**src/hw/tcc_consts.vh**
```
`ifndef TCC_CONSTS_VH
`define TCC_CONSTS_VH

// register map, block numbers (address bits 7:4) and byte addresses
`define TCC_BLK_CFG     4'h0
`define TCC_BLK_STAT    4'h1
`define TCC_BLK_DATA    4'h2
`define TCC_OFF_IRQ_ST  8'h30
`define TCC_OFF_IRQ_MSK 8'h34
`define TCC_OFF_MOD_ST  8'h38

// configuration and status word fields
`define TCC_TYPE_LSB    0
`define TCC_FMT_LSB     4
`define TCC_OC_LSB      6
`define TCC_UNITS_BIT   8
`define TCC_FILT_LSB    9
`define TCC_EN_BIT      11
`define TCC_OPEN_BIT    12
`define TCC_UNDER_BIT   13
`define TCC_OVER_BIT    14
`define TCC_CERR_BIT    15

// encodings
`define TCC_TYPE_BAD_LO 4'hc
`define TCC_TYPE_BAD_HI 4'he
`define TCC_OC_ZERO     2'b00
`define TCC_OC_UP       2'b01
`define TCC_OC_DOWN     2'b10
`define TCC_OC_BAD      2'b11
`define TCC_DATA_UP     16'h7fff
`define TCC_DATA_DOWN   16'h8000

// interrupt status layout
`define TCC_IRQ_RDY_LSB  0
`define TCC_IRQ_OPEN_LSB 4
`define TCC_IRQ_CJ_BIT   8

// reset values
`define TCC_CFG_RST     16'h0000
`define TCC_DATA_RST    16'h0000
`define TCC_MSK_RST     9'h000

// timing
`define TCC_CLK_NS      50
`define TCC_SLOT_NS     100000
`define TCC_SLOT_CYC    ((`TCC_SLOT_NS + `TCC_CLK_NS - 1) / `TCC_CLK_NS)
`define TCC_RCFG_UPD    4'h2
`define TCC_CAL_UPD     4'h6
`define TCC_BLINK_SLOTS 12'd2500

`endif

```
**src/hw/tcc_chan.v**
```verilog
`timescale 1ns/1ps
`include "tcc_consts.vh"

module tcc_chan (
  input  wire        i_clk,
  input  wire        i_rst_n,
  input  wire [15:0] i_cfg,
  input  wire        i_upd,
  input  wire        i_susp,
  input  wire        i_conv_valid,
  input  wire [15:0] i_conv_data,
  input  wire        i_conv_under,
  input  wire        i_conv_over,
  input  wire        i_open,
  output reg  [15:0] o_status,
  output reg  [15:0] o_data,
  output wire        o_cfg_busy,
  output wire        o_cal,
  output wire        o_want,
  output reg         o_rdy_evt,
  output reg         o_open_evt
);

  localparam S_OFF = 3'd0;
  localparam S_CFG = 3'd1;
  localparam S_CAL = 3'd2;
  localparam S_SMP = 3'd3;
  localparam S_RUN = 3'd4;

  reg [2:0]  state;
  reg [15:0] applied;
  reg        need_cal;
  reg [3:0]  cnt;
  reg        open_flag;
  reg        under;
  reg        over;
  reg [15:0] oc_val;

  wire       en      = i_cfg[`TCC_EN_BIT];
  wire       chg     = (i_cfg != applied);
  wire       cal_chg = (i_cfg[3:0] != applied[3:0]) |
                       (i_cfg[10:9] != applied[10:9]);
  wire       take    = i_conv_valid & ~i_susp &
                       ((state == S_SMP) | (state == S_RUN));
  wire [3:0] ityp    = applied[3:0];
  wire       cerr    = ((ityp >= `TCC_TYPE_BAD_LO) &&
                        (ityp <= `TCC_TYPE_BAD_HI)) |
                       (applied[7:6] == `TCC_OC_BAD);

  assign o_cfg_busy = (state == S_CFG);
  assign o_cal      = (state == S_CAL);
  assign o_want     = (state == S_SMP) | (state == S_RUN);

  always @* begin
    case (applied[7:6])
      `TCC_OC_UP:   oc_val = `TCC_DATA_UP;
      `TCC_OC_DOWN: oc_val = `TCC_DATA_DOWN;
      default:      oc_val = 16'h0000;
    endcase
  end

  // disabled channel status reads all zero, data keeps its last value
  always @* begin
    if (state == S_OFF) begin
      o_status = 16'h0000;
    end else begin
      o_status = {cerr, over, under, open_flag, (state == S_RUN),
                  applied[10:0]};
    end
  end

  always @(posedge i_clk or negedge i_rst_n) begin
    if (!i_rst_n) begin
      state      <= S_OFF;
      applied    <= `TCC_CFG_RST;
      need_cal   <= 1'b0;
      cnt        <= 4'h0;
      open_flag  <= 1'b0;
      under      <= 1'b0;
      over       <= 1'b0;
      o_data     <= `TCC_DATA_RST;
      o_rdy_evt  <= 1'b0;
      o_open_evt <= 1'b0;
    end else begin
      o_rdy_evt  <= 1'b0;
      o_open_evt <= 1'b0;
      if (!en) begin
        state     <= S_OFF;
        applied   <= `TCC_CFG_RST;
        open_flag <= 1'b0;
        under     <= 1'b0;
        over      <= 1'b0;
        cnt       <= 4'h0;
      end else begin
        if ((state == S_OFF) || chg) begin
          state    <= S_CFG;
          cnt      <= 4'h0;
          applied  <= i_cfg;
          need_cal <= (state == S_OFF) | (state == S_CAL) |
                      ((state == S_CFG) & need_cal) | cal_chg;
        end else begin
          case (state)
            S_CFG: begin
              if (i_upd) begin
                if (cnt == `TCC_RCFG_UPD - 4'h1) begin
                  state <= need_cal ? S_CAL : S_SMP;
                  cnt   <= 4'h0;
                end else begin
                  cnt <= cnt + 4'h1;
                end
              end
            end
            S_CAL: begin
              if (i_upd) begin
                if (cnt == `TCC_CAL_UPD - 4'h1) begin
                  state    <= S_SMP;
                  need_cal <= 1'b0;
                  cnt      <= 4'h0;
                end else begin
                  cnt <= cnt + 4'h1;
                end
              end
            end
            default: begin
              if (take) begin
                o_data <= open_flag ? oc_val : i_conv_data;
                under  <= i_conv_under;
                over   <= i_conv_over;
                if (state == S_SMP) begin
                  state     <= S_RUN;
                  o_rdy_evt <= 1'b1;
                end
              end
            end
          endcase
        end
        if ((state != S_OFF) && !i_susp) begin
          open_flag <= i_open;
          if (i_open && !open_flag) begin
            o_open_evt <= 1'b1;
          end
        end
      end
    end
  end

endmodule // tcc_chan

```
**src/hw/tcc_top.v**
```verilog
`timescale 1ns/1ps
`include "tcc_consts.vh"

module tcc_top (
  input  wire        I_REF_CLK,
  input  wire        I_NRST,
  input  wire        I_PSEL,
  input  wire        I_PENABLE,
  input  wire        I_PWRITE,
  input  wire [7:0]  I_PADDR,
  input  wire [31:0] I_PWDATA,
  output reg  [31:0] O_PRDATA,
  output reg         O_PREADY,
  output reg         O_PSLVERR,
  input  wire [3:0]  I_OPEN_WIRE,
  input  wire        I_COLD_JUNCTION_FAULT,
  input  wire        I_CONV_VALID,
  input  wire [15:0] I_CONV_DATA,
  input  wire        I_CONV_UNDER,
  input  wire        I_CONV_OVER,
  output reg         O_CONV_REQ,
  output reg  [1:0]  O_CONV_CH,
  output reg  [3:0]  O_CONV_TYPE,
  output reg  [1:0]  O_CONV_FILT,
  output reg  [3:0]  O_CAL_ACTIVE,
  output reg  [3:0]  O_CH_LED,
  output reg         O_IRQ
);

  // configuration words, one per channel
  reg  [63:0] cfg;

  // per channel results
  wire [63:0] status;
  wire [63:0] data;
  wire [3:0]  cfg_busy;
  wire [3:0]  cal;
  wire [3:0]  want;
  wire [3:0]  rdy_evt;
  wire [3:0]  open_evt;
  wire [3:0]  upd;
  wire [3:0]  conv_valid_ch;
  wire [3:0]  open_in;
  wire        susp;

  // pin synchronisers
  reg  [3:0]  ow_s1;
  reg  [3:0]  ow_s2;
  reg         cj_s1;
  reg         cj_s2;
  reg         cj_q;

  // scan timing
  reg  [11:0] slot_cnt;
  reg  [1:0]  scan_ch;
  reg         tick;
  reg  [11:0] blink_cnt;
  reg         blink;

  // interrupt block
  reg  [8:0]  irq_st;
  reg  [8:0]  irq_msk;
  wire [8:0]  irq_set;
  reg  [8:0]  irq_clr;
  reg  [8:0]  next_irq_st;

  // apb
  wire        apb_acc;
  wire        apb_done;
  wire        apb_wr;
  wire        apb_rd;
  wire [1:0]  a_ch;
  wire        a_cfg;
  wire        a_stat;
  wire        a_data;
  wire        a_irq_st;
  wire        a_irq_msk;
  wire        a_mod_st;
  wire        a_hit;
  reg  [31:0] next_prdata;
  reg         next_pslverr;

  // per channel led decision
  reg  [3:0]  next_led;
  reg  [15:0] st_w;
  integer     k;

  assign susp = |cfg_busy;

  // cold junction fault counts as open on every channel
  assign open_in = ow_s2 | {4{cj_s2}};

  assign upd = tick ? (4'b0001 << scan_ch) : 4'b0000;

  assign conv_valid_ch = I_CONV_VALID ? (4'b0001 << O_CONV_CH) : 4'b0000;

  genvar g;
  generate
    for (g = 0; g < 4; g = g + 1) begin : g_ch
      tcc_chan u_chan (
        .i_clk        (I_REF_CLK),
        .i_rst_n      (I_NRST),
        .i_cfg        (cfg[g*16 +: 16]),
        .i_upd        (upd[g]),
        .i_susp       (susp),
        .i_conv_valid (conv_valid_ch[g]),
        .i_conv_data  (I_CONV_DATA),
        .i_conv_under (I_CONV_UNDER),
        .i_conv_over  (I_CONV_OVER),
        .i_open       (open_in[g]),
        .o_status     (status[g*16 +: 16]),
        .o_data       (data[g*16 +: 16]),
        .o_cfg_busy   (cfg_busy[g]),
        .o_cal        (cal[g]),
        .o_want       (want[g]),
        .o_rdy_evt    (rdy_evt[g]),
        .o_open_evt   (open_evt[g])
      );
    end
  endgenerate

  // two flops on the open wire and cold junction pins
  always @(posedge I_REF_CLK or negedge I_NRST) begin
    if (!I_NRST) begin
      ow_s1 <= 4'h0;
      ow_s2 <= 4'h0;
      cj_s1 <= 1'b0;
      cj_s2 <= 1'b0;
      cj_q  <= 1'b0;
    end else begin
      ow_s1 <= I_OPEN_WIRE;
      ow_s2 <= ow_s1;
      cj_s1 <= I_COLD_JUNCTION_FAULT;
      cj_s2 <= cj_s1;
      cj_q  <= cj_s2;
    end
  end

  // channel update slots, one channel per slot
  always @(posedge I_REF_CLK or negedge I_NRST) begin
    if (!I_NRST) begin
      slot_cnt <= 12'h000;
      scan_ch  <= 2'h0;
      tick     <= 1'b0;
    end else begin
      tick <= 1'b0;
      if (slot_cnt == `TCC_SLOT_CYC - 1) begin
        slot_cnt <= 12'h000;
        tick     <= 1'b1;
      end else begin
        slot_cnt <= slot_cnt + 12'h001;
      end
      if (tick) begin
        scan_ch <= scan_ch + 2'h1;
      end
    end
  end

  // conversion request, never during reconfig or to a calibrating channel
  always @(posedge I_REF_CLK or negedge I_NRST) begin
    if (!I_NRST) begin
      O_CONV_REQ  <= 1'b0;
      O_CONV_CH   <= 2'h0;
      O_CONV_TYPE <= 4'h0;
      O_CONV_FILT <= 2'h0;
    end else begin
      O_CONV_REQ <= 1'b0;
      if (tick && want[scan_ch] && !susp) begin
        O_CONV_REQ  <= 1'b1;
        O_CONV_CH   <= scan_ch;
        O_CONV_TYPE <= cfg[scan_ch*16 + `TCC_TYPE_LSB +: 4];
        O_CONV_FILT <= cfg[scan_ch*16 + `TCC_FILT_LSB +: 2];
      end
    end
  end

  // led blink base
  always @(posedge I_REF_CLK or negedge I_NRST) begin
    if (!I_NRST) begin
      blink_cnt <= 12'h000;
      blink     <= 1'b0;
    end else if (tick) begin
      if (blink_cnt == `TCC_BLINK_SLOTS - 12'd1) begin
        blink_cnt <= 12'h000;
        blink     <= ~blink;
      end else begin
        blink_cnt <= blink_cnt + 12'h001;
      end
    end
  end

  // faulted channel blinks, ready channel steady
  always @* begin
    next_led = 4'h0;
    st_w     = 16'h0000;
    for (k = 0; k < 4; k = k + 1) begin
      st_w = status[k*16 +: 16];
      if (|st_w[15:12]) begin
        next_led[k] = blink;
      end else begin
        next_led[k] = st_w[`TCC_EN_BIT];
      end
    end
  end

  always @(posedge I_REF_CLK or negedge I_NRST) begin
    if (!I_NRST) begin
      O_CH_LED     <= 4'h0;
      O_CAL_ACTIVE <= 4'h0;
    end else begin
      O_CH_LED     <= next_led;
      O_CAL_ACTIVE <= cal;
    end
  end

  // apb decode
  assign apb_acc   = I_PSEL & I_PENABLE;
  assign apb_done  = apb_acc & O_PREADY;
  assign apb_wr    = apb_done & I_PWRITE;
  assign apb_rd    = apb_done & ~I_PWRITE;
  assign a_ch      = I_PADDR[3:2];
  assign a_cfg     = (I_PADDR[7:4] == `TCC_BLK_CFG) &
                     (I_PADDR[1:0] == 2'b00);
  assign a_stat    = (I_PADDR[7:4] == `TCC_BLK_STAT) &
                     (I_PADDR[1:0] == 2'b00);
  assign a_data    = (I_PADDR[7:4] == `TCC_BLK_DATA) &
                     (I_PADDR[1:0] == 2'b00);
  assign a_irq_st  = (I_PADDR == `TCC_OFF_IRQ_ST);
  assign a_irq_msk = (I_PADDR == `TCC_OFF_IRQ_MSK);
  assign a_mod_st  = (I_PADDR == `TCC_OFF_MOD_ST);
  assign a_hit     = a_cfg | a_stat | a_data | a_irq_st |
                     a_irq_msk | a_mod_st;

  always @* begin
    next_prdata  = 32'h0000_0000;
    next_pslverr = ~a_hit;
    if (a_cfg) begin
      next_prdata = {16'h0000, cfg[a_ch*16 +: 16]};
    end else if (a_stat) begin
      next_prdata = {16'h0000, status[a_ch*16 +: 16]};
    end else if (a_data) begin
      next_prdata = {16'h0000, data[a_ch*16 +: 16]};
    end else if (a_irq_st) begin
      next_prdata = {23'h000000, irq_st};
    end else if (a_irq_msk) begin
      next_prdata = {23'h000000, irq_msk};
    end else if (a_mod_st) begin
      next_prdata = {24'h000000, cal, 2'b00, susp, cj_s2};
    end
  end

  // one wait state, answer registered
  always @(posedge I_REF_CLK or negedge I_NRST) begin
    if (!I_NRST) begin
      O_PREADY  <= 1'b0;
      O_PRDATA  <= 32'h0000_0000;
      O_PSLVERR <= 1'b0;
    end else begin
      O_PREADY  <= apb_acc & ~O_PREADY;
      O_PSLVERR <= apb_acc & ~O_PREADY & next_pslverr;
      if (apb_acc && !O_PREADY && !I_PWRITE) begin
        O_PRDATA <= next_prdata;
      end else begin
        O_PRDATA <= 32'h0000_0000;
      end
    end
  end

  // config and mask writes; each channel word independent
  always @(posedge I_REF_CLK or negedge I_NRST) begin
    if (!I_NRST) begin
      cfg     <= {4{`TCC_CFG_RST}};
      irq_msk <= `TCC_MSK_RST;
    end else begin
      if (apb_wr && a_cfg) begin
        cfg[a_ch*16 +: 16] <= I_PWDATA[15:0];
      end
      if (apb_wr && a_irq_msk) begin
        irq_msk <= I_PWDATA[8:0];
      end
    end
  end

  // sticky events, read clears, new event wins
  assign irq_set = {cj_s2 & ~cj_q, open_evt, rdy_evt};

  always @* begin
    irq_clr     = (apb_rd && a_irq_st) ? irq_st : 9'h000;
    next_irq_st = (irq_st & ~irq_clr) | irq_set;
  end

  always @(posedge I_REF_CLK or negedge I_NRST) begin
    if (!I_NRST) begin
      irq_st <= 9'h000;
      O_IRQ  <= 1'b0;
    end else begin
      irq_st <= next_irq_st;
      O_IRQ  <= |(next_irq_st & irq_msk);
    end
  end

endmodule // tcc_top

```
**config.mk**
```make
export PLATFORM = sky130hd
export DESIGN_NAME = tcc_top
export DESIGN_NICKNAME = d
export VERILOG_FILES = /design/src/hw/tcc_chan.v /design/src/hw/tcc_top.v
export VERILOG_INCLUDE_DIRS = /design/src /design/src/hw
export SDC_FILE = /design/constraint.sdc
export NUM_CORES = 1
export LEC_CHECK = 0
export BUFFER_PORTS_ARGS = -buffer_cell sky130_fd_sc_hd__buf_2
export CAP_MARGIN = 0
export CORE_MARGIN = 10
export CORE_UTILIZATION = 50
export DETAILED_ROUTE_END_ITERATION = 7
export HOLD_SLACK_MARGIN = 0.1
export PLACE_DENSITY = 0.68
export SLEW_MARGIN = 0
export SYNTH_ARGS = -nofsm -noshare
export SYNTH_HDL_FRONTEND = slang
export SYNTH_HIERARCHICAL = 1
export SYNTH_SLANG_ARGS = --single-unit
export TNS_END_PERCENT = 30
```
**constraint.sdc**
```tcl
create_clock -name I_REF_CLK -period 3.6 [get_ports I_REF_CLK]
set_input_delay 0.18 -clock I_REF_CLK [delete_from_list [all_inputs] [get_ports I_REF_CLK]]
set_output_delay 0.18 -clock I_REF_CLK [all_outputs]
set_load 0.02 [all_outputs]
```
; ---- Word-level counts from Yosys, hierarchy flattened
; Index checks and enable logic that the tools add are counted.
[classes]
n_mux = 197
add_sub_neg = 9
n_bitwise = 70
n_shift = 9
n_eq_ne = 103
reduce_logical = 83
order_cmp = 9
[ops]
columns = cell, n
row1 = two-way mux 16 bit, 19
row2 = variable part select 64 x 7 -> 16 bit, 3
row3 = one-hot mux 16 bit (2 select lines), 4
row4 = two-way mux 4 bit, 26
row5 = two-way mux 1 bit, 99
row6 = two-way mux 3 bit, 32
row7 = bitwise mux 64 bit, 1
row8 = inequality test 16 bit, 4
row9 = inequality test 4 bit (second input constant), 16
row10 = variable shift 16 x 34 -> 64 bit (first input constant), 1
row11 = variable part select 16 x 34 -> 64 bit, 1
row12 = variable part select 64 x 7 -> 4 bit, 1
row13 = variable part select 64 x 8 -> 2 bit, 1
row14 = inequality test 5 x 1 -> 1 bit (second input constant), 8
row15 = negation 6 -> 34 bit, 1
row16 = two-way mux 32 bit, 1
row17 = one-hot mux 4 bit (2 select lines), 4
row18 = AND reduction 4 bit, 8
row19 = bitwise OR 1 bit, 29
row20 = two-way mux 9 bit, 3
row21 = adder 12 x 1 -> 12 bit (second input constant), 2
row22 = equality test 3 x 2 -> 1 bit (second input constant), 8
row23 = equality test 8 x 6 -> 1 bit (second input constant), 3
row24 = two-way mux 12 bit, 2
row25 = 44 further kinds, 203
[word_totals]
wordCells = 543
regBits = 353
output_inout_bits = 52
in_bits = 69

; ---- Longest topological paths before layout
; Gate-level depths: netlist (run 1).
[logic_depth]
word_depth = 10
mapped_depth = 10
depth_no_buf = 9

; ---- Modules after synthesis
; The synthesis (run 1) kept the hierarchy.
[by_module_without_submodules]
columns = module, seq_area_each_um2, instances, cells_per_inst, area_each_um2
row1 = tcc_top, 3928.8, 1, 749, 8099.0
row2 = tcc_chan (g_ch[1].u_chan ...), 1126.1, 3, 237, 2367.3
row3 = tcc_chan (g_ch[0].u_chan), 1126.1, 1, 240, 2396.0

; ---- Worst setup path after synthesis (run 1)
; Ideal clock, no wire load.
[synth_path]
kind = reg-to-reg
start = reg g_ch[0].u_chan.state[2]
end = reg g_ch[0].u_chan.o_data[10]
synth_period_minus_slack_ps = 2666
setup_time_ps = 125
path_slack_ps = 934
path_stages_with_launch = 10
t_arrival_ps = 2541
n_path_buf = 2
required_ps = 3475
path_cell_list = dfrtp_1 > clkbuf_1 > nor3b_1 > nor4_1 > inv_1 > nor2b_1 > nand2_1 > nor4_4 > buf_6 > mux2_2
[synth_via]
elab_chain_cells = 6
word_cells_on_any_way = 15
cone_classes = eq/ne (4) / bitwise (6) / reduce/logical (5)
[synth_rtl]
columns = element, line
row1 = start: declaration, tcc_chan.v:30  ; reg [2:0] state;
row2 = start signal: assignment, tcc_chan.v:106  ; state <= need_cal ? S_CAL : S_SMP;
row3 = equality test 3 x 1 -> 1 bit, tcc_chan.v:50  ; assign o_cfg_busy = (state == S_CFG);
row4 = via cfg_busy[0], tcc_top.v:36  ; wire [3:0] cfg_busy;
row5 = OR reduction 4 bit, tcc_top.v:88  ; assign susp = |cfg_busy;
row6 = via susp, tcc_top.v:44  ; wire susp;
row7 = inverter 1 bit, tcc_chan.v:43  ; wire take = i_conv_valid & ~i_susp &
row8 = bitwise AND 1 bit (2 in a row), tcc_chan.v:43
row9 = AND reduction 4 bit (no line), -
row10 = end signal: assignment, tcc_chan.v:81  ; o_data <= `TCC_DATA_RST;
row11 = end signal: assignment, tcc_chan.v:126  ; o_data <= open_flag ? oc_val : i_conv_data;
row12 = end: declaration, tcc_chan.v:16  ; output reg [15:0] o_data,
; The timed path passes the listed nets, and every way through them passes these cells.
; A chain may end at the register's enable or synchronous reset.

; ---- Worst setup path after layout (run 1)
[layout_path]
start = reg g_ch[1].u_chan.state[2]
end = reg g_ch[0].u_chan.o_data[12]
[layout_via]
elab_chain_cells = 6
[layout_rtl]
columns = element, line
row1 = start: declaration, tcc_chan.v:30
row2 = start signal: assignment, tcc_chan.v:106
row3 = equality test 3 x 1 -> 1 bit, tcc_chan.v:50
row4 = via cfg_busy[1], tcc_top.v:36
row5 = OR reduction 4 bit, tcc_top.v:88
row6 = via susp, tcc_top.v:44
row7 = inverter 1 bit, tcc_chan.v:43
row8 = bitwise AND 1 bit (2 in a row), tcc_chan.v:43
row9 = AND reduction 4 bit (no line), -
; The timed path passes the listed nets, and every way through them passes these cells.

==> run metrics, run 1 <==
outcome finished, final reports clean; P_leak 9.49 nW; VDD IR max 0.325 mV; Post-Layout Cell Count 2294; power density cells 406 nW/um^2; worst-path cell chain nand2b_1, nor2_1, nor4_1, buf_4, inv_1, nor2b_1, nand2_1, nor4_4, buf_4, mux2_2; CP arrival 3420 ps; I/O Buffers 88; Post-route DRC 0; post-synthesis xor/xnor area fraction 0.0448; CP Launch Type flop; metal3 WL 4200 um; antenna-violating nets left 0; final instance area 20100 sq um; most common cell in the netlist dfrtp_1; io pins 121; CTS HTree Levels 2; setup TNS 0 ps; fmax 0.333 GHz; Netlist Area Pre-Place 17600 sq um; site row count 68; most frequent CP cell buf_4; routability-driven placement congestion ratio 0.963; TritonRoute pass-1 iters 5; initial core utilization 0.508; Worst-Margin Slew 1110 ps; synth top area cells dfrtp_1, mux4_2, mux2_2; vias in the first global route 13400; root buffer cell clkbuf_16; # fillers 2965; Clock transition at path regs 60 ps; die area 43100 sq um; main combinational cell family by area after synthesis simple AND/OR/NAND/NOR gates; RSZ-0062 raised after global routing false; area leader, netlist dfrtp_1; HP Class input port to flop; Core Region 34600 sq um; setup violators final 0; crit path time final 3010 ps; Layout area overhead 14.5%; Total GRT Usage 0.238; Netlist cell types 64; Synth Area in Compound Gates 0.109; fin util 0.582; dpl cell area 18500 sq um; first-pass GRT wire length 81400 um; Setup Buffers After CTS 0; Post-CTS Resized 0; Post-CTS Hold Fix Bufs 29; via count 13500; antenna cells 0; clock latency on the worst-skew pair 540 ps; DPL Wire Length 36700 um; largest net degree at the start of global routing 83; count of pins over their slew limit 0; GRT overflow 0; Max Cap Viol 0; Die X 208 um; data required time of the critical path 4010 ps; WHS Path Cells 4; die height 208 um; fin crit share 0.835; Vias/cell 5.89; sequential-to-total area share from yosys stat 0.479; Worst Reg-to-Reg Cells 10; Final Hold Viols 0; M1 wire length 22200 um; critical-path maximum fanout 16; DR iter-0 viols 1256; Synthesis Warnings 6; simple-gate share of the synthesized area 0.179; TritonCTS buffer count 39; Synth top area share 0.479; Top FF cell, synth dfrtp_1; wire per inst 22.7 um; top cells by count, synth dfrtp_1, nand2_1, o21ai_0; adder-cell share of the synthesized area 0.0128; TritonCTS clock tree yes; Synth Area per Inst 10.4 sq um; slew margin rel. 0.252; Worst Setup End Kind flop; slowest CP cell dfrtp_1; Setup Skew 19.8 ps; clk sink count 337; EDFF count, synth 0; Nets 1898; Critical Path Max Stage Delay 470 ps; Post-synth ARST share 1.00; mux cell area share after synthesis 0.125; layout cell share with drive strength beyond 1 0.204; initial antenna violation count 0; Seq cells post-synth 337; WL final 52100 um; cell total after placement 2196; CP Class flop to flop; met2 routed WL 23600 um; top sig layer met4; clock tree buffer depth 3; synthesized instance count 1700
-- kinds of logic after synthesis --
logic type,after synthesis
buffers and inverters,201
DFF,337
other,1
adders and majority gates,18
AOI/OAI and AO/OA,320
and+or+nand+nor,591
xor gates and xnor gates,90
muxes,142
-- routing by layer --
metal  up-vias  track usage
met5         -            0
met2       539        0.365
met4         0       0.0918
met3       121       0.0507
met1      6739        0.323
li1       6119            -
-- state kept, by name, indices dropped and copies added, names as in the netlist, 9 cells and up --
| register | cells |
|---|---|
| g_ch.u_chan/o_data | 64 |
| O_PRDATA | 16 |
| blink_cnt | 12 |
| g_ch.u_chan/applied | 64 |
| g_ch.u_chan/cnt | 16 |
| irq_st | 9 |
| cfg | 64 |
| slot_cnt | 12 |
| g_ch.u_chan/state | 12 |
| irq_msk | 9 |
-- worst max-delay path, delay by kind of cell, from the launching register on --
kind,cells,cell delay (ps)
AND/OR/NAND/NOR,6,1390
buffers and inverters,3,630
flip-flops,1,470
multiplexers,1,370
-- power breakdown --
group | internal [mW] | switching, mW
Combinational | 0.114 | 0.252
Clock | 2.42 | 1.57
Sequential | 3.80 | 0.00540
Total | 6.34 | 1.83
-- cell type report --
class	count	area, sq um	area share
clock buffer	57	1190	0.0589
inverter	93	349	0.0173
sequential	337	8430	0.419
clock inverter	12	120	0.00596
timing repair buffer	163	1110	0.0553
multi-input combinational	1177	8370	0.416
tap	455	569	0.0283
-- per-stage QoR --
step / hold WS, ps / power, mW / worst slack [ps]
after floorplan: -116 / 4.03 / 934
after global placement: 220 / 4.21 / 778
after detailed placement: 222 / 4.21 / 725
after CTS: 104 / 8.23 / 601
after global routing: 137 / 8.43 / 362
final: 102 / 8.17 / 594
-- cell usage in the layout, fill, tap and decap left out, types with 49 or more instances in the layout --
cell type	instances
nand2_1	215
nor2_1	53
xor2_1	73
buf_2	86
mux2_2	87
dfrtp_1	337
a21oi_1	49
nor2b_1	72
mux4_2	54
inv_1	93
and2_1	72
o21ai_0	158
-- final timing paths --
check                      slack [ps]               startpoint                        end
max in group asynchronous        2310                   I_NRST               blink_cnt[4]
min in group asynchronous         220                   I_NRST                      O_IRQ
hold reg to reg                   350                 ow_s1[0]                   ow_s2[0]
setup / recovery                  590  g_ch[1].u_chan/state[2]  g_ch[0].u_chan/o_data[12]
hold / removal                    100           I_CONV_DATA[2]   g_ch[2].u_chan/o_data[2]
setup reg to reg                  590  g_ch[1].u_chan/state[2]  g_ch[0].u_chan/o_data[12]
(Power assumes the default switching activity.)
==> run 2: changes to the inputs <==
==> constraint.sdc (replaced) <==
create_clock -name I_REF_CLK -period 3.1 [get_ports I_REF_CLK]
set_input_delay 0.155 -clock I_REF_CLK [delete_from_list [all_inputs] [get_ports I_REF_CLK]]
set_output_delay 0.155 -clock I_REF_CLK [all_outputs]
set_load 0.02 [all_outputs]
==> run metrics, run 2 (synthesized netlist as in run 1, its figures left out) <==
wire per inst 22.0 um (-3.3%); Setup Skew 21.4 ps (+1.62 ps); root buffer cell clkbuf_16; Vias/cell 5.81 (-1.3%); antenna-violating nets left 0 (unchanged); initial antenna violation count 1 (+1); commonest non-fill, non-tap cell in the layout dfrtp_1; power density cells 453 nW/um^2 (+12%); reg-to-reg endpoint g_ch[3].u_chan/o_data[9]; Nets 1938 (+2.1%); # fillers 2943 (-0.74%); GRT overflow 0 (unchanged); largest net degree at the start of global routing 82 (-1.2%); Die X 208 um (unchanged); setup violators final 0 (unchanged); TritonCTS clock tree yes; clock tree buffer depth 3 (unchanged); setup TNS 0 ps (unchanged); layout cell share with drive strength beyond 1 0.213 (+0.00884); die area 43100 sq um (unchanged); slowest CP cell nor4_1; VDD IR max 0.393 mV (+21%); WHS Path Cells 4 (unchanged); Worst Setup End Kind flop; data required time of the critical path 3500 ps (-510 ps); TritonCTS buffer count 38 (-2.6%); Layout area overhead 16.4%; reg-to-reg startpoint g_ch[1].u_chan/state[0]; worst-path cell chain nand2b_1, nor2_1, nor4_1, inv_1, buf_4, nor2b_1, nand2_1, nor4_4, buf_12, mux2_2; Post-CTS Resized 0 (unchanged); setup slack, reg-to-reg 480 ps (-110 ps); HP Class input port to flop; fin crit share 0.845 (+0.00958); Hold Startpoint I_CONV_DATA[15]; critical path buffer and inverter count 3 (unchanged); Post-CTS Hold Fix Bufs 44 (+52%); Power, Total 9.27 mW (+14%); initial core utilization 0.508 (unchanged); CP arrival 3020 ps (-400 ps); vias in the first global route 13700 (+2.1%); io pins 121 (unchanged); DPL Wire Length 36600 um (-0.34%); CP Class flop to flop; Final Hold Viols 0 (unchanged); fin util 0.591 (+0.00976); die height 208 um (unchanged); DR iter-0 viols 1217 (-3.1%); critical-path maximum fanout 16 (unchanged); Clock transition at path regs 60 ps (about the same); RSZ-0062 raised after global routing false; routability-driven placement congestion ratio 0.968 (+0.52%); site row count 68 (unchanged); hold endpoint g_ch[0].u_chan/o_data[15]; P_leak 9.67 nW (+1.9%); fmax 0.382 GHz (+15%); CP delay by family, top simple AND/OR/NAND/NOR gates; slew margin rel. 0.359 (+0.106); CTS HTree Levels 2 (unchanged); antenna cells 0 (unchanged); Worst-Margin Slew 953 ps (-158 ps); Post-route DRC 0 (unchanged); CP Launch Type flop; commonest cells after routing, fill and taps aside dfrtp_1, nand2_1, o21ai_0; Max Cap Viol 0 (unchanged); via count 13600 (+0.44%); count of pins over their slew limit 0 (unchanged); TritonRoute pass-1 iters 5 (unchanged); Core Region 34600 sq um (unchanged); top flop regs cfg (64), g_ch.u_chan/applied (64), g_ch.u_chan/o_data (64); WL final 51300 um (-1.5%); Setup Buffers After CTS 0 (unchanged); crit path time final 2620 ps (-388 ps); Worst Reg-to-Reg Cells 10 (unchanged); clock latency on the worst-skew pair 530 ps (about the same); I/O Buffers 88 (unchanged); clk sink count 337 (unchanged); Critical Path Max Stage Delay 400 ps (-70 ps); first-pass GRT wire length 80600 um (-1.1%); outcome finished, final reports clean; Total GRT Usage 0.235 (-0.00262)
## run 2: cell types whose count changed in the layout (fill, tap and decap cells not counted), sizes merged
cell         before  now
bufinv            2    1
clkbuf           57   55
dlygate4sd3      29   44
inv              93   95
buf             134  160
clkinvlp          4    3
clkinv            6    8
## run 2: worst max path at each step
stage                     slack [ps]                         to                    start  cells past startpoint
after floorplan                  430  g_ch[0].u_chan/o_data[10]  g_ch[0].u_chan/state[2]                      9
after global placement           600   g_ch[3].u_chan/o_data[5]  g_ch[1].u_chan/state[0]                     10
after detailed placement         520   g_ch[3].u_chan/o_data[9]  g_ch[1].u_chan/state[0]                     10
after CTS                        510   g_ch[3].u_chan/o_data[9]  g_ch[1].u_chan/state[0]                     10
after global routing             250   g_ch[3].u_chan/o_data[9]  g_ch[1].u_chan/state[0]                     10
final                            480   g_ch[3].u_chan/o_data[9]  g_ch[1].u_chan/state[0]                     10
## run 2: worst register-to-register path, stage by stage, from the launching register on
cell and delay (ps):
dfrtp_1 380, nand2b_1 140, nor2_1 140, nor4_1 400, inv_1 160, buf_4 180
nor2b_1 160, nand2_1 160, nor4_4 210, buf_12 210, mux2_2 360
## run 2: layout make-up
cell class                 count  area [sq um]  area share
clock buffer                  55          1110      0.0544
multi-input combinational   1177          8370       0.409
timing repair buffer         204          1520      0.0743
tap                          455           569      0.0278
clock inverter                14           121     0.00593
sequential                   337          8430       0.412
inverter                      93           349      0.0170
## run 2: routing by layer
metal  wire, um  vias to the layer above  global-route usage
met5          0                        -                   0
met2      23600                      521               0.367
met1      21900                     6757               0.317
met3       3780                      102              0.0468
met4       1990                        0              0.0896
li1           -                     6197                   -
## run 2: power breakdown
part | internal, mW | total, mW | switching [mW] | leakage [nW]
logic | 0.147 | 0.444 | 0.297 | 4.41
clock network | 2.59 | 4.41 | 1.82 | 0.606
registers | 4.41 | 4.42 | 0.00634 | 4.66
## run 2: metrics by stage
step | setup WS, ps | cell area, sq um | cells | hold WS [ps]
floorplan | 434 | 17700 | 1715 | -141
global route | 253 | 20500 | 2335 | 170
global placement | 597 | 18800 | 2222 | 191
finish | 481 | 20500 | 2335 | 139
CTS | 506 | 20500 | 2335 | 112
detailed placement | 519 | 18800 | 2222 | 198
==> run 3: changes to the inputs <==
--- a/config.mk
+++ b/config.mk
@@ -6,13 +6,14 @@
 export SDC_FILE = /design/constraint.sdc
 export NUM_CORES = 1
 export LEC_CHECK = 0
+export ABC_AREA = 1
 export BUFFER_PORTS_ARGS = -buffer_cell sky130_fd_sc_hd__buf_2
 export CAP_MARGIN = 0
 export CORE_MARGIN = 10
 export CORE_UTILIZATION = 50
 export DETAILED_ROUTE_END_ITERATION = 7
 export HOLD_SLACK_MARGIN = 0.1
-export PLACE_DENSITY = 0.68
+export PLACE_DENSITY = 0.7
 export SLEW_MARGIN = 0
 export SYNTH_ARGS = -nofsm -noshare
 export SYNTH_HDL_FRONTEND = slang
==> constraint.sdc (replaced) <==
create_clock -name I_REF_CLK -period 2.2 [get_ports I_REF_CLK]
set_input_delay 0.11 -clock I_REF_CLK [delete_from_list [all_inputs] [get_ports I_REF_CLK]]
set_output_delay 0.11 -clock I_REF_CLK [all_outputs]
set_load 0.02 [all_outputs]
==> run metrics, run 3 <==
io pins 121 (unchanged); I/O Buffers 88 (unchanged); die area 46500 sq um (+7.8%); CP delay by family, top simple AND/OR/NAND/NOR gates; worst-path cell chain inv_1, nor3_4, nor2_1, nand2_1, buf_4, inv_1, nand3_2, buf_4, nor3_1, nor2_1; pre-CTS setup slack -190 ps (-708 ps); slew margin rel. 0.432 (+0.0733); sequential-to-total area share from yosys stat 0.441 (-0.0382); Setup Skew 13.1 ps (-8.29 ps); root buffer cell clkbuf_16; routability-driven placement congestion ratio 1.01 (+4.7%); CP Class flop to flop; clock tree buffer depth 3 (unchanged); data required time of the critical path 2640 ps (-860 ps); Synth Area per Inst 7.18 sq um (-31%); RSZ-0062 raised after global routing true; sequential cell area 8430 sq um (unchanged); first-pass GRT wire length 101000 um (+25%); fmax 0.476 GHz (+25%); site row count 71 (+4.4%); via count 18700 (+38%); TritonRoute pass-1 iters 6 (+1); Synthesis Warnings 6 (unchanged); Nets 2940 (+52%); top flop regs cfg (64), g_ch.u_chan/applied (64), g_ch.u_chan/o_data (64); CTS HTree Levels 2 (unchanged); Worst Setup End Kind flop; Die X 216 um (+3.8%); Netlist Area Pre-Place 19100 sq um (+8.7%); Core Region 37700 sq um (+8.8%); Top FF cell, synth dfrtp_1; Vias/cell 5.52 (-5.1%); Layout area overhead 18.6%; Synth top area share 0.441 (-0.0382); EDFF count, synth 0 (unchanged); antenna cells 0 (unchanged); TritonCTS clock tree yes; HP Class input port to flop; fin util 0.602 (+0.0106); Post-synth ARST share 1.00 (unchanged); clk sink count 337 (unchanged); Final Hold Viols 0 (unchanged); Power, Total 18.1 mW (+95%); top cells by count, synth nand2_1, inv_1, dfrtp_1; antenna-violating nets left 0 (unchanged); TritonCTS buffer count 39 (+2.6%); Netlist cell types 50 (-22%); fin crit share 0.954 (+0.109); initial core utilization 0.508 (about the same); CP arrival 2540 ps (-480 ps); Total GRT Usage 0.276 (+0.0414); critical-path maximum fanout 13 (-3); count of pins over their slew limit 0 (unchanged); GRT overflow 0 (unchanged); commonest non-fill, non-tap cell in the layout nand2_1; layout cell share with drive strength beyond 1 0.127 (-0.0860); critical path buffer and inverter count 4 (+1); P_leak 12.2 nW (+26%); synth top area cells dfrtp_1, nand2_1, inv_1; vias in the first global route 17500 (+28%); power density cells 799 nW/um^2 (+76%); Clock transition at path regs 60 ps (about the same); setup violators final 0 (unchanged); wire per inst 19.3 um (-12%); setup TNS 0 ps (unchanged); setup slack, reg-to-reg 100 ps (-380 ps); CP Launch Type flop; most common cell in the netlist nand2_1; smallest setup slack after layout 101 ps (-380 ps); Worst-Margin Slew 850 ps (-103 ps); Max Cap Viol 0 (unchanged); WL final 65600 um (+28%); largest net degree at the start of global routing 106 (+29%); die height 216 um (+3.8%); area of the multi-input gates 8710 sq um (+4.1%); VDD IR max 0.560 mV (+43%); initial antenna violation count 2 (+1); DPL Wire Length 47900 um (+31%); crit path time final 2100 ps (-520 ps); outcome finished, final reports clean; Critical Path Max Stage Delay 410 ps (about the same); # fillers 3514 (+19%); clock latency on the worst-skew pair 560 ps (+30 ps); Post-route DRC 0 (unchanged); area leader, netlist dfrtp_1; Seq cells post-synth 337 (unchanged); DR iter-0 viols 2031 (+67%); slowest CP cell dfrtp_1; synthesized instance count 2664 (+57%); commonest cells after routing, fill and taps aside nand2_1, inv_1, dfrtp_1
==> run 3: changes by cell type in the layout (fill, tap and decap cells not counted), moves of 52 or more <==
cell	previous run	this run
nand2_1	215	764
inv_1	93	355
nor2_1	53	273
nand3_1	28	175
mux2_2	87	0
nor2b_1	72	0
and2_1	72	4
mux4_2	54	0
buf_4	66	118
==> run 3: cell families (layout without fill, tap and decap cells) <==
logic type / count (synthesis) / in the layout / synth area share
simple gates: 1407 / 1407 / 0.317
buf+inv: 505 / 708 / 0.109
compound gates: 355 / 355 / 0.102
flops: 337 / 337 / 0.441
xor+xnor: 41 / 41 / 0.0188
fa+ha+maj: 18 / 18 / 0.0118
other cells: 1 / 16 / 0.000196
==> run 3: layer usage <==
metal	share of wire	up-vias	track usage	wire length (um)
met5	0	-	0	0
met4	0.045	0	0.128	2920
met3	0.095	136	0.0523	6230
met2	0.45	925	0.425	29300
met1	0.41	8902	0.371	27100
li1	-	8754	-	-
==> run 3: cell type report <==
class / count / area share
Multi-Input combinational cell: 1837 / 0.384
Sequential cell: 337 / 0.372
Timing Repair Buffer: 258 / 0.0861
Inverter: 380 / 0.0635
Clock buffer: 47 / 0.0476
Tap cell: 511 / 0.0282
Clock inverter: 23 / 0.0186
==> run 3: per-stage QoR <==
stage | hold slack, ps | std cells | instance area [sq um]
global placement | -44.1 | 3277 | 20700
CTS | 141 | 3392 | 22600
detailed placement | -45.4 | 3277 | 20700
finish | 176 | 3393 | 22700
global route | 176 | 3393 | 22700
floorplan | -186 | 2679 | 19200
==> run 3: timing repair <==
item | CTS | global route
endpoints found under the hold margin | 492 | 0
pin swaps | 1 | 3
setup endpoints to repair | 19 | 39
buffers inserted | 1 | 1
resized for setup | 2 | 10
hold buffers | 44 | 0
==> run 3: worst reg2reg max path, delay by kind of cell, from the launching register on <==
kind                   cells  cell delay, ps
and+or+nand+nor            6             930
buffers and inverters      4             640
DFF                        1             410
==> run 3: power breakdown <==
group	leakage [nW]	internal, mW	switching, mW
Sequential	4.34	6.41	0.187
Clock	0.722	4.81	2.79
Combinational	7.12	1.29	2.63
==> run 3: path summary, 6_finish.rpt <==
check                                             start                   endpoint  depth (start not counted)
worst max-delay path            g_ch[0].u_chan/state[0]   g_ch[1].u_chan/o_data[9]                         10
worst min-delay path                             I_PSEL                  irq_st[4]                          6
worst max register to register  g_ch[0].u_chan/state[0]   g_ch[1].u_chan/o_data[9]                         10
worst min register to register                 ow_s1[2]                   ow_s2[2]                          0
max in group asynchronous                        I_NRST  g_ch[1].u_chan/applied[4]                          3
min in group asynchronous                        I_NRST                    cfg[22]                          3
